--- config.mk ---
export PLATFORM = sky130hd
export DESIGN_NAME = mde_exec
export DESIGN_NICKNAME = d
export VERILOG_FILES = /design/src/hw/mde_pkg.sv /design/src/hw/mde_exec.sv
export SDC_FILE = /design/constraint.sdc
export NUM_CORES = 2
export LEC_CHECK = 0
export BUFFER_PORTS_ARGS = -buffer_cell sky130_fd_sc_hd__buf_2
export CAP_MARGIN = 25
export CORE_ASPECT_RATIO = 1.4
export CORE_MARGIN = 2
export CORE_UTILIZATION = 64
export CTS_CLUSTER_DIAMETER = 120
export DETAILED_ROUTE_END_ITERATION = 16
export MAX_ROUTING_LAYER = met4
export PLACE_DENSITY = 0.9
export SETUP_SLACK_MARGIN = 0.05
export SLEW_MARGIN = 20
export SYNTH_ARGS = -nofsm -noshare
export SYNTH_HDL_FRONTEND = slang
export SYNTH_SLANG_ARGS = --single-unit
--- constraint.sdc ---
create_clock -name i_ref_clk -period 8.5 [get_ports i_ref_clk]
set_input_delay 1.7 -clock i_ref_clk [delete_from_list [all_inputs] [get_ports i_ref_clk]]
set_output_delay 1.7 -clock i_ref_clk [all_outputs]
set_load 0.05 [all_outputs]
--- src/hw/mde_pkg.sv ---
// Contract
// - and_self_test_op, add_one_op, sub_one_op update Z,N,V,S in one cycle.
// - Multiplies put 16-bit product in R1:R0, sign per variant; Z,C; two cycles.
// - Fractional multiplies shift product left one bit; Z,C; two cycles.
// - Cipher transforms 128-bit state with K; H=0 encrypts, H=1 decrypts.
// - indirect_z_jump loads PC 15:0 from Z, clears 21:16; two cycles.
// - extended_indirect_z_jump takes PC 21:16 from extended_jump_page_reg; two cycles.
// - indirect_z_call pushes return, PC from Z; 2/3 cycles, relative_call_op same.
// - extended_indirect_z_call pushes return, page from extended register; three cycles.
// - compare_skip_equal_op skips next on Rd equal Rr; 1/2/3 cycles; no flags.
// - Register bit skips on clear or set; 1/2/3 cycles.
// - I/O bit skips on clear or set; 2/3/4 cycles.
// - Flag branches go to PC+k+1 on flag set or clear; 1/2 cycles.
// - Carry branches are flag branches on C; 1/2 cycles.
package mde_pkg;
	// ==========================================
	// Register byte addresses
	localparam logic [7:0] A_CTRL = 8'h00;
	localparam logic [7:0] A_OPER = 8'h04;
	localparam logic [7:0] A_ZPTR = 8'h08;
	localparam logic [7:0] A_PC = 8'h0C;
	localparam logic [7:0] A_FLAGS = 8'h10;
	localparam logic [7:0] A_RES = 8'h14;
	localparam logic [7:0] A_STAT = 8'h18;
	localparam logic [7:0] A_DES0 = 8'h20;
	localparam logic [7:0] A_DES3 = 8'h2C;
	// ==========================================
	// Status flag bit positions
	localparam int FB_C = 0;
	localparam int FB_Z = 1;
	localparam int FB_N = 2;
	localparam int FB_V = 3;
	localparam int FB_S = 4;
	localparam int FB_H = 5;
	localparam int FB_I = 7;
	localparam logic [7:0] FLAGS_RST = 8'h00;
	localparam int CTRL_TWO_W = 8;
	// ==========================================
	// Operation codes
	localparam logic [4:0] OP_INC = 5'h00;
	localparam logic [4:0] OP_SUB1 = 5'h01;
	localparam logic [4:0] OP_ANDS = 5'h02;
	localparam logic [4:0] OP_ZERO = 5'h03;
	localparam logic [4:0] OP_SER = 5'h04;
	localparam logic [4:0] OP_PUU = 5'h05;
	localparam logic [4:0] OP_PSS = 5'h06;
	localparam logic [4:0] OP_PSU = 5'h07;
	localparam logic [4:0] OP_FPUU = 5'h08;
	localparam logic [4:0] OP_FPSS = 5'h09;
	localparam logic [4:0] OP_FPSU = 5'h0A;
	localparam logic [4:0] OP_DES = 5'h0B;
	localparam logic [4:0] OP_ZJMP = 5'h0C;
	localparam logic [4:0] OP_XZJMP = 5'h0D;
	localparam logic [4:0] OP_RELCALL = 5'h0E;
	localparam logic [4:0] OP_ZCALL = 5'h0F;
	localparam logic [4:0] OP_XZCALL = 5'h10;
	localparam logic [4:0] OP_POPPC = 5'h11;
	localparam logic [4:0] OP_IEXIT = 5'h12;
	localparam logic [4:0] OP_SKEQ = 5'h13;
	localparam logic [4:0] OP_CMP = 5'h14;
	localparam logic [4:0] OP_CMPC = 5'h15;
	localparam logic [4:0] OP_CMPI = 5'h16;
	localparam logic [4:0] OP_SKRC = 5'h17;
	localparam logic [4:0] OP_SKRS = 5'h18;
	localparam logic [4:0] OP_SKIC = 5'h19;
	localparam logic [4:0] OP_SKIS = 5'h1A;
	localparam logic [4:0] OP_BFS = 5'h1B;
	localparam logic [4:0] OP_BFC = 5'h1C;
	localparam logic [4:0] OP_BCS = 5'h1D;
	localparam logic [4:0] OP_BCC = 5'h1E;
	typedef enum logic [1:0] {ST_IDLE = 2'b01, ST_RUN = 2'b10} mde_state_e;
	typedef struct packed {
		logic psel;
		logic penable;
		logic pwrite;
		logic [7:0] paddr;
		logic [31:0] pwdata;
	} mde_apb_req_s;
endpackage

--- src/hw/mde_exec.sv ---
`timescale 1ns/1ns
`default_nettype none
module mde_exec #(
	parameter int STACK_DEPTH = 8,
	parameter bit PC_WIDE = 1'b1
) (
	input wire logic i_ref_clk,
	input wire logic i_nrst,
	input wire mde_pkg::mde_apb_req_s i_apb,
	output logic o_pready,
	output logic [31:0] o_prdata,
	output logic o_pslverr,
	output logic o_busy
);
	import mde_pkg::*;
	localparam int SPW = $clog2(STACK_DEPTH);
	generate
		if (STACK_DEPTH < 2 || STACK_DEPTH > 128 ||
			(STACK_DEPTH & (STACK_DEPTH - 1)) != 0) begin : g_chk
			$error("STACK_DEPTH must be a power of two from 2 to 128");
		end
	endgenerate
	// ==========================================
	// State
	mde_state_e state_reg, state_next;
	logic [31:0] oper_reg, oper_next, zptr_reg, zptr_next;
	logic [21:0] pc_reg, pc_next;
	logic [7:0] flags_reg, flags_next, res_reg, res_next;
	logic [15:0] prod_reg, prod_next;
	logic [31:0] des_reg [4], des_next [4];
	logic [21:0] stk_reg [STACK_DEPTH];
	logic [SPW:0] sp_reg, sp_next;
	logic [2:0] cnt_reg, cnt_next, cyc_reg, cyc_next;
	logic [4:0] op_reg, op_next;
	logic taken_reg, taken_next, err_reg, err_next;
	logic ctl_two_reg, ctl_two_next;
	logic pready_reg, pslverr_reg;
	logic [31:0] prdata_reg, rd_mux;
	logic push, hit, wr, start;
	logic [21:0] push_val;
	// ==========================================
	// Operand views
	logic [7:0] rd, rr, iov, dres;
	logic [2:0] bsel;
	logic [21:0] kext, pc1;
	logic [15:0] zp, prod, uu;
	logic signed [16:0] ss, su;
	logic [8:0] diff;
	logic [63:0] fk, lh, rh;
	logic two;
	assign rd = oper_reg[7:0];
	assign rr = oper_reg[15:8];
	assign bsel = oper_reg[18:16];
	assign kext = {{15{oper_reg[30]}}, oper_reg[30:24]};
	assign zp = zptr_reg[15:0];
	assign iov = zptr_reg[31:24];
	assign pc1 = pc_reg + 22'h000001;
	assign uu = rd * rr;
	assign ss = $signed({rd[7], rd}) * $signed({rr[7], rr});
	assign su = $signed({rd[7], rd}) * $signed({1'b0, rr});
	assign lh = {des_reg[1], des_reg[0]};
	assign rh = {des_reg[3], des_reg[2]};
	assign fk = {8{rd}};
	assign wr = i_apb.psel && i_apb.penable && i_apb.pwrite && pready_reg;
	assign start = wr && i_apb.paddr == A_CTRL && state_reg == ST_IDLE;
	// ==========================================
	// Execution and register writes
	always_comb begin
		state_next = state_reg;
		oper_next = oper_reg;
		zptr_next = zptr_reg;
		pc_next = pc_reg;
		flags_next = flags_reg;
		res_next = res_reg;
		prod_next = prod_reg;
		des_next = des_reg;
		sp_next = sp_reg;
		cnt_next = cnt_reg;
		cyc_next = cyc_reg;
		op_next = op_reg;
		taken_next = taken_reg;
		err_next = err_reg;
		ctl_two_next = ctl_two_reg;
		push = 1'b0;
		push_val = pc1;
		prod = 16'h0000;
		diff = 9'h000;
		dres = rd;
		hit = 1'b0;
		two = i_apb.pwdata[CTRL_TWO_W];
		if (state_reg == ST_RUN) begin
			if (cnt_reg == 3'h0) begin
				state_next = ST_IDLE;
			end else begin
				cnt_next = cnt_reg - 3'h1;
			end
		end else if (wr) begin
			if (i_apb.paddr == A_OPER) begin
				oper_next = i_apb.pwdata;
			end else if (i_apb.paddr == A_ZPTR) begin
				zptr_next = i_apb.pwdata;
			end else if (i_apb.paddr == A_PC) begin
				pc_next = i_apb.pwdata[21:0];
			end else if (i_apb.paddr == A_FLAGS) begin
				flags_next = i_apb.pwdata[7:0];
			end else if (i_apb.paddr >= A_DES0 && i_apb.paddr <= A_DES3) begin
				des_next[i_apb.paddr[3:2]] = i_apb.pwdata;
			end
		end
		if (start) begin
			op_next = i_apb.pwdata[4:0];
			ctl_two_next = two;
			taken_next = 1'b0;
			err_next = 1'b0;
			cyc_next = 3'h1;
			pc_next = pc1;
			case (i_apb.pwdata[4:0])
				OP_INC, OP_SUB1, OP_ANDS, OP_ZERO: begin
					case (i_apb.pwdata[4:0])
						OP_INC: dres = rd + 8'h01;
						OP_SUB1: dres = rd - 8'h01;
						OP_ANDS: dres = rd & rd;
						default: dres = 8'h00;
					endcase
					res_next = dres;
					flags_next[FB_Z] = dres == 8'h00;
					flags_next[FB_N] = dres[7];
					flags_next[FB_V] = (i_apb.pwdata[4:0] == OP_INC && rd == 8'h7F) ||
						(i_apb.pwdata[4:0] == OP_SUB1 && rd == 8'h80);
					flags_next[FB_S] = flags_next[FB_N] ^ flags_next[FB_V];
				end
				OP_SER: res_next = 8'hFF;
				OP_PUU, OP_PSS, OP_PSU, OP_FPUU, OP_FPSS, OP_FPSU: begin
					cyc_next = 3'h2;
					case (i_apb.pwdata[4:0])
						OP_PUU, OP_FPUU: prod = uu;
						OP_PSS, OP_FPSS: prod = ss[15:0];
						default: prod = su[15:0];
					endcase
					flags_next[FB_C] = prod[15];
					if (i_apb.pwdata[4:0] >= OP_FPUU) begin
						prod = {prod[14:0], 1'b0};
					end
					prod_next = prod;
					flags_next[FB_Z] = prod == 16'h0000;
				end
				OP_DES: begin
					// One keyed Feistel round; decrypt undoes encrypt with the same K
					if (!flags_reg[FB_H]) begin
						{des_next[1], des_next[0]} = rh;
						{des_next[3], des_next[2]} = lh ^ {rh[60:0], rh[63:61]} ^ fk;
					end else begin
						cyc_next = 3'h2;
						{des_next[3], des_next[2]} = lh;
						{des_next[1], des_next[0]} = rh ^ {lh[60:0], lh[63:61]} ^ fk;
					end
				end
				OP_ZJMP, OP_XZJMP: begin
					cyc_next = 3'h2;
					pc_next = {(i_apb.pwdata[4:0] == OP_XZJMP) ? zptr_reg[21:16] : 6'h00, zp};
				end
				OP_RELCALL, OP_ZCALL, OP_XZCALL: begin
					push = 1'b1;
					cyc_next = PC_WIDE ? 3'h3 : 3'h2;
					if (i_apb.pwdata[4:0] == OP_RELCALL) begin
						pc_next = pc1 + kext;
					end else if (i_apb.pwdata[4:0] == OP_ZCALL) begin
						pc_next = {6'h00, zp};
					end else begin
						cyc_next = 3'h3;
						pc_next = {zptr_reg[21:16], zp};
					end
					if (sp_reg == STACK_DEPTH[SPW:0]) begin
						push = 1'b0;
						err_next = 1'b1;
					end else begin
						sp_next = sp_reg + 1'b1;
					end
				end
				OP_POPPC, OP_IEXIT: begin
					cyc_next = PC_WIDE ? 3'h5 : 3'h4;
					if (sp_reg == '0) begin
						err_next = 1'b1;
					end else begin
						sp_next = sp_reg - 1'b1;
						pc_next = stk_reg[SPW'(sp_reg - 1'b1)];
					end
					if (i_apb.pwdata[4:0] == OP_IEXIT) begin
						flags_next[FB_I] = 1'b1;
					end
				end
				OP_CMP, OP_CMPC, OP_CMPI: begin
					// Compare only: destination byte is left as it was
					diff = {1'b0, rd} - {1'b0, rr} -
						{8'h00, i_apb.pwdata[4:0] == OP_CMPC && flags_reg[FB_C]};
					res_next = rd;
					flags_next[FB_C] = diff[8];
					flags_next[FB_Z] = (diff[7:0] == 8'h00) &&
						(i_apb.pwdata[4:0] != OP_CMPC || flags_reg[FB_Z]);
					flags_next[FB_N] = diff[7];
					flags_next[FB_V] = (rd[7] & ~rr[7] & ~diff[7]) | (~rd[7] & rr[7] & diff[7]);
					flags_next[FB_S] = diff[7] ^ flags_next[FB_V];
					flags_next[FB_H] = (~rd[3] & rr[3]) | (rr[3] & diff[3]) | (diff[3] & ~rd[3]);
				end
				OP_SKEQ, OP_SKRC, OP_SKRS, OP_SKIC, OP_SKIS: begin
					case (i_apb.pwdata[4:0])
						OP_SKEQ: hit = rd == rr;
						OP_SKRC: hit = !rr[bsel];
						OP_SKRS: hit = rr[bsel];
						OP_SKIC: hit = !iov[bsel];
						default: hit = iov[bsel];
					endcase
					taken_next = hit;
					cyc_next = hit ? (two ? 3'h3 : 3'h2) : 3'h1;
					pc_next = hit ? (pc1 + (two ? 22'h000002 : 22'h000001)) : pc1;
					if (i_apb.pwdata[4:0] >= OP_SKIC) begin
						cyc_next = cyc_next + 3'h1;
					end
				end
				default: begin
					if (i_apb.pwdata[4:0] >= OP_BCS) begin
						hit = flags_reg[FB_C] == (i_apb.pwdata[4:0] == OP_BCS);
					end else begin
						hit = flags_reg[bsel] == (i_apb.pwdata[4:0] == OP_BFS);
					end
					taken_next = hit;
					cyc_next = hit ? 3'h2 : 3'h1;
					pc_next = hit ? pc1 + kext : pc1;
				end
			endcase
			cnt_next = cyc_next - 3'h1;
			state_next = ST_RUN;
		end
	end
	always_ff @(posedge i_ref_clk) begin
		if (!i_nrst) begin
			state_reg <= ST_IDLE;
			oper_reg <= 32'h00000000;
			zptr_reg <= 32'h00000000;
			pc_reg <= 22'h000000;
			flags_reg <= FLAGS_RST;
			res_reg <= 8'h00;
			prod_reg <= 16'h0000;
			des_reg <= '{default: 32'h00000000};
			sp_reg <= '0;
			cnt_reg <= 3'h0;
			cyc_reg <= 3'h0;
			op_reg <= 5'h00;
			taken_reg <= 1'b0;
			err_reg <= 1'b0;
			ctl_two_reg <= 1'b0;
		end else begin
			state_reg <= state_next;
			oper_reg <= oper_next;
			zptr_reg <= zptr_next;
			pc_reg <= pc_next;
			flags_reg <= flags_next;
			res_reg <= res_next;
			prod_reg <= prod_next;
			des_reg <= des_next;
			sp_reg <= sp_next;
			cnt_reg <= cnt_next;
			cyc_reg <= cyc_next;
			op_reg <= op_next;
			taken_reg <= taken_next;
			err_reg <= err_next;
			ctl_two_reg <= ctl_two_next;
		end
	end
	// Return stack: entries need no reset, sp guards them
	always_ff @(posedge i_ref_clk) begin
		if (push) begin
			stk_reg[SPW'(sp_reg)] <= push_val;
		end
	end
	// ==========================================
	// APB slave, one wait state
	always_comb begin
		rd_mux = 32'h00000000;
		if (i_apb.paddr == A_CTRL) begin
			rd_mux = {23'h000000, ctl_two_reg, 3'h0, op_reg};
		end else if (i_apb.paddr == A_OPER) begin
			rd_mux = oper_reg;
		end else if (i_apb.paddr == A_ZPTR) begin
			rd_mux = zptr_reg;
		end else if (i_apb.paddr == A_PC) begin
			rd_mux = {10'h000, pc_reg};
		end else if (i_apb.paddr == A_FLAGS) begin
			rd_mux = {24'h000000, flags_reg};
		end else if (i_apb.paddr == A_RES) begin
			rd_mux = {prod_reg, 8'h00, res_reg};
		end else if (i_apb.paddr == A_STAT) begin
			rd_mux = 32'({sp_reg, 6'h00, err_reg, taken_reg, 5'h00, cyc_reg, 7'h00, o_busy});
		end else if (i_apb.paddr >= A_DES0 && i_apb.paddr <= A_DES3) begin
			rd_mux = des_reg[i_apb.paddr[3:2]];
		end
	end
	always_ff @(posedge i_ref_clk) begin
		if (!i_nrst) begin
			pready_reg <= 1'b0;
			prdata_reg <= 32'h00000000;
			pslverr_reg <= 1'b0;
		end else begin
			pready_reg <= i_apb.psel && i_apb.penable && !pready_reg;
			prdata_reg <= rd_mux;
			pslverr_reg <= i_apb.paddr[1:0] != 2'h0 || i_apb.paddr > A_DES3 ||
				(i_apb.paddr > A_STAT && i_apb.paddr < A_DES0);
		end
	end
	assign o_pready = pready_reg;
	assign o_prdata = prdata_reg;
	assign o_pslverr = pslverr_reg;
	assign o_busy = state_reg[1];
	// ==========================================
	// Checks
	logic [2:0] obs_reg;
	always_ff @(posedge i_ref_clk) begin
		if (!i_nrst || state_reg == ST_IDLE) begin
			obs_reg <= 3'h0;
		end else begin
			obs_reg <= obs_reg + 3'h1;
		end
	end

	function automatic logic go(input logic [4:0] op);
		go = start && i_apb.pwdata[4:0] == op;
	endfunction
endmodule
`default_nettype wire

==> results.txt <==
----------------------------------------------------
[Status]
  Status ... finished, final reports clean

[CTS]
  CTS hold repair buffers ... 0
  Root Buffer Master ... sky130_fd_sc_hd__clkbuf_16
  Clock tree from TritonCTS ... yes
  H-tree levels ... 2
  Clock buffer count from CTS ... 47
  Clk pin slew, worst setup/hold paths ... 60 ps
  Cts repair resizes ... 0
  CTS sink count ... 476
  Source-to-sink clock delay at the later pin of the worst-skew pair ... 610 ps
  Number of buffers on the longest clock path ... 3
  Post-CTS Setup Inserts ... 0

[Setup path]
  Critical Path Source Type ... register
  Arrival time at the worst endpoint ... 6940 ps
  CP endpoint kind ... register
  Critical path class ... register to register
  Data required time at the worst endpoint ... 9050 ps
  Worst Path Max Fanout ... 20

[Logic synthesis]
  Warning count from the yosys run ... 0
  Number of enable-type register cells in the synthesized netlist ... 176
  Ys async rst share ... 0
  Dominant cell by count in the synthesized netlist ... sky130_fd_sc_hd__nand2_1
  Top cell type's share of synthesized area ... 0.174
  Cell type with the highest aggregate area in the netlist ... sky130_fd_sc_hd__dfxtp_1
  Top flip-flop cell by instance count after synthesis ... sky130_fd_sc_hd__dfxtp_1
  Combined area of all synthesized cells ... 34600 sq um
  Register bit count reported by yosys ... 476
  Number of standard cells after synthesis ... 3655
  Commonest cells in the synthesized netlist ... sky130_fd_sc_hd__nand2_1 (416), sky130_fd_sc_hd__nor2_1 (364), sky130_fd_sc_hd__dfxtp_1 (300)
  Post-Synthesis Mean Instance Area ... 9.47 sq um
  Top cells by area in the synthesized netlist ... sky130_fd_sc_hd__dfxtp_1 (17%), sky130_fd_sc_hd__edfxtp_1 (15%), sky130_fd_sc_hd__fa_1 (7.2%), sky130_fd_sc_hd__ha_1 (5.4%), sky130_fd_sc_hd__mux4_2 (5.3%)
  Number of unique standard cell types used by synthesis ... 94
  Post-Synthesis Net Count ... 3975
  Sequential area share after synthesis ... 0.326

[STA]
  Unrepaired setup endpoints after global routing ... false
  Worst-case clock skew ... 33.8 ps
  Transition time of the tightest slew-check pin ... 1160 ps
  Number of hold violations in the final report ... 0
  Post-Route Setup TNS ... 0 ps
  Final max-slew violation count ... 0
  Fin crit share ... 0.753
  Period minus WS final ... 6400 ps
  # setup viols final ... 0
  Slew Limit Headroom ... 0.222
  Highest clock rate ... 0.156 GHz

[Global routing]
  Global-route layer with the greatest usage ... met2
  GRT met1 Usage ... 0.443
  Met2 track demand over resource in global routing ... 0.627
  Pin count of the biggest net entering global routing ... 128
  Grt total ovfl ... 0
  Initial antenna violation count ... 8
  Global-route met3 utilization ... 0.0937
  Vias in the first global route ... 29200
  Total global routing track utilization ... 0.401
  First-pass GRT wire length ... 169000 microns

[Route]
  DRC marker count from the first detailed-route iteration ... 3724
  Total Routed Length ... 110000 microns
  First-pass detailed-route iteration total ... 6
  Detailed-route wire length per cell ... 25.2 microns
  Antenna violation net count after detailed routing ... 0
  Via count ... 29300
  Routed vias/inst ... 6.73
  Drt drc ... 0

[Finish]
  Layout net count ... 3920
  Share of cells above drive strength 1 ... 0.132
  Max FFs per register ... 176
  Final design utilization ... 0.695
  Area growth from synthesis to layout ... 6.99%

[Floorplanning]
  Starting Density ... 0.649
  Core region area ... 53300 sq um
  Overall die area ... 56000 sq um
  Number of ports placed on the die boundary ... 80
  Die X-Extent ... 201 microns
  Site Rows ... 100
  Floorplan die height ... 279 microns

[Place]
  Global placement routability congestion ... 1.05
  Count of input and output buffers ... 79
  DPL Wire Length ... 75600 microns

[Power and ir drop]
  Total power per unit cell area ... 130 nW/um^2
  Worst VDD drop ... 0.144 mV
  Final Total Pwr ... 4.82 mW
  Leakage power total ... 14.9 nW

[Run]
  Max cap viols ... 0

[Worst hold path]
  Classification of the worst-slack hold path ... register to register

----------------------------------------------------
## report_power, final
part	switching, mW	internal (mW)	leakage (nW)
Sequential	0.000503	2.34	4.02
Combinational	0.149	0.0405	10.1
Clock	0.978	1.31	0.810
## metal layers
metal | vias to the layer above | share of wire
met5 | - | 0
met4 | 0 | 0.094
met3 | 684 | 0.11
met2 | 2106 | 0.46
met1 | 13800 | 0.34
li1 | 12700 | -
## through the flow
stage	hold slack, ps	cells	setup slack [ps]	cell area, sq um
floorplan	429	3655	2290	34600
finish	454	4359	2100	37000
CTS	455	4345	2260	36900
global route	481	4357	1730	37000
global placement	434	4259	2330	35300
detailed placement	447	4260	2270	35300
## cells in the final DEF (no fill, tap or decap), types with 54 or more instances in the layout
cell	n
sky130_fd_sc_hd__fa_1	125
sky130_fd_sc_hd__edfxtp_1	176
sky130_fd_sc_hd__mux4_2	82
sky130_fd_sc_hd__nor2_1	353
sky130_fd_sc_hd__dfxtp_1	293
sky130_fd_sc_hd__mux2i_1	172
sky130_fd_sc_hd__nand3_1	54
sky130_fd_sc_hd__xor2_1	165
sky130_fd_sc_hd__o21ai_0	79
sky130_fd_sc_hd__ha_1	149
sky130_fd_sc_hd__buf_2	81
sky130_fd_sc_hd__a211oi_2	121
sky130_fd_sc_hd__xnor2_1	182
sky130_fd_sc_hd__nand2_1	416
sky130_fd_sc_hd__inv_1	265
sky130_fd_sc_hd__a21oi_1	239
## layout make-up
type	count	area (sq um)
Sequential cell	476	11300
Fill cell	3764	16300
Clock inverter	32	422
Multi-Input combinational cell	2669	21300
Antenna cell	9	22.5
Tap cell	714	893
Timing Repair Buffer	137	862
Inverter	269	1020
Clock buffer	53	1250
## worst max-delay path, cell delays in order, from the launching register on
cell and delay [ps]:
sky130_fd_sc_hd__dfxtp_1 740, sky130_fd_sc_hd__buf_4 440, sky130_fd_sc_hd__nand2_1 150, sky130_fd_sc_hd__fa_1 470, sky130_fd_sc_hd__inv_1 110, sky130_fd_sc_hd__fa_1 410
sky130_fd_sc_hd__inv_1 90, sky130_fd_sc_hd__fa_1 410, sky130_fd_sc_hd__fa_1 500, sky130_fd_sc_hd__inv_1 50, sky130_fd_sc_hd__ha_1 220, sky130_fd_sc_hd__a211oi_1 350
sky130_fd_sc_hd__o21bai_1 150, sky130_fd_sc_hd__a2111oi_0 580, sky130_fd_sc_hd__o31ai_1 210, sky130_fd_sc_hd__xor2_1 170, sky130_fd_sc_hd__a221oi_1 560, sky130_fd_sc_hd__nand2_1 90
sky130_fd_sc_hd__a2111oi_0 510, sky130_fd_sc_hd__a21o_1 130
## kinds of logic (layout without fill, tap and decap cells)
family,count (synthesis),in the layout,synth area share
flip-flops,476,476,0.326
adder cells (fa/ha/maj),275,275,0.127
buffers and inverters,510,491,0.0623
multiplexers,259,259,0.105
AO/OA/AOI/OAI,743,743,0.159
AND/OR/NAND/NOR,1042,1042,0.132
XOR/XNOR,350,350,0.0888
other,0,9,0
## worst paths after layout
| check | startpoint | to | slack, ps | cells after the start |
|---|---|---|---|---|
| setup / recovery | oper_reg[3]$_SDFFE_PN0P_ | flags_reg[1]$_SDFF_PN0_ | 2100 | 19 |
| hold / removal | op_reg[0]$_SDFFE_PN0P_ | op_reg[0]$_SDFFE_PN0P_ | 450 | 2 |
| setup reg to reg | oper_reg[3]$_SDFFE_PN0P_ | flags_reg[1]$_SDFF_PN0_ | 2100 | 19 |
| hold reg to reg | op_reg[0]$_SDFFE_PN0P_ | op_reg[0]$_SDFFE_PN0P_ | 450 | 2 |
Power figures use the tool's default switching activity.
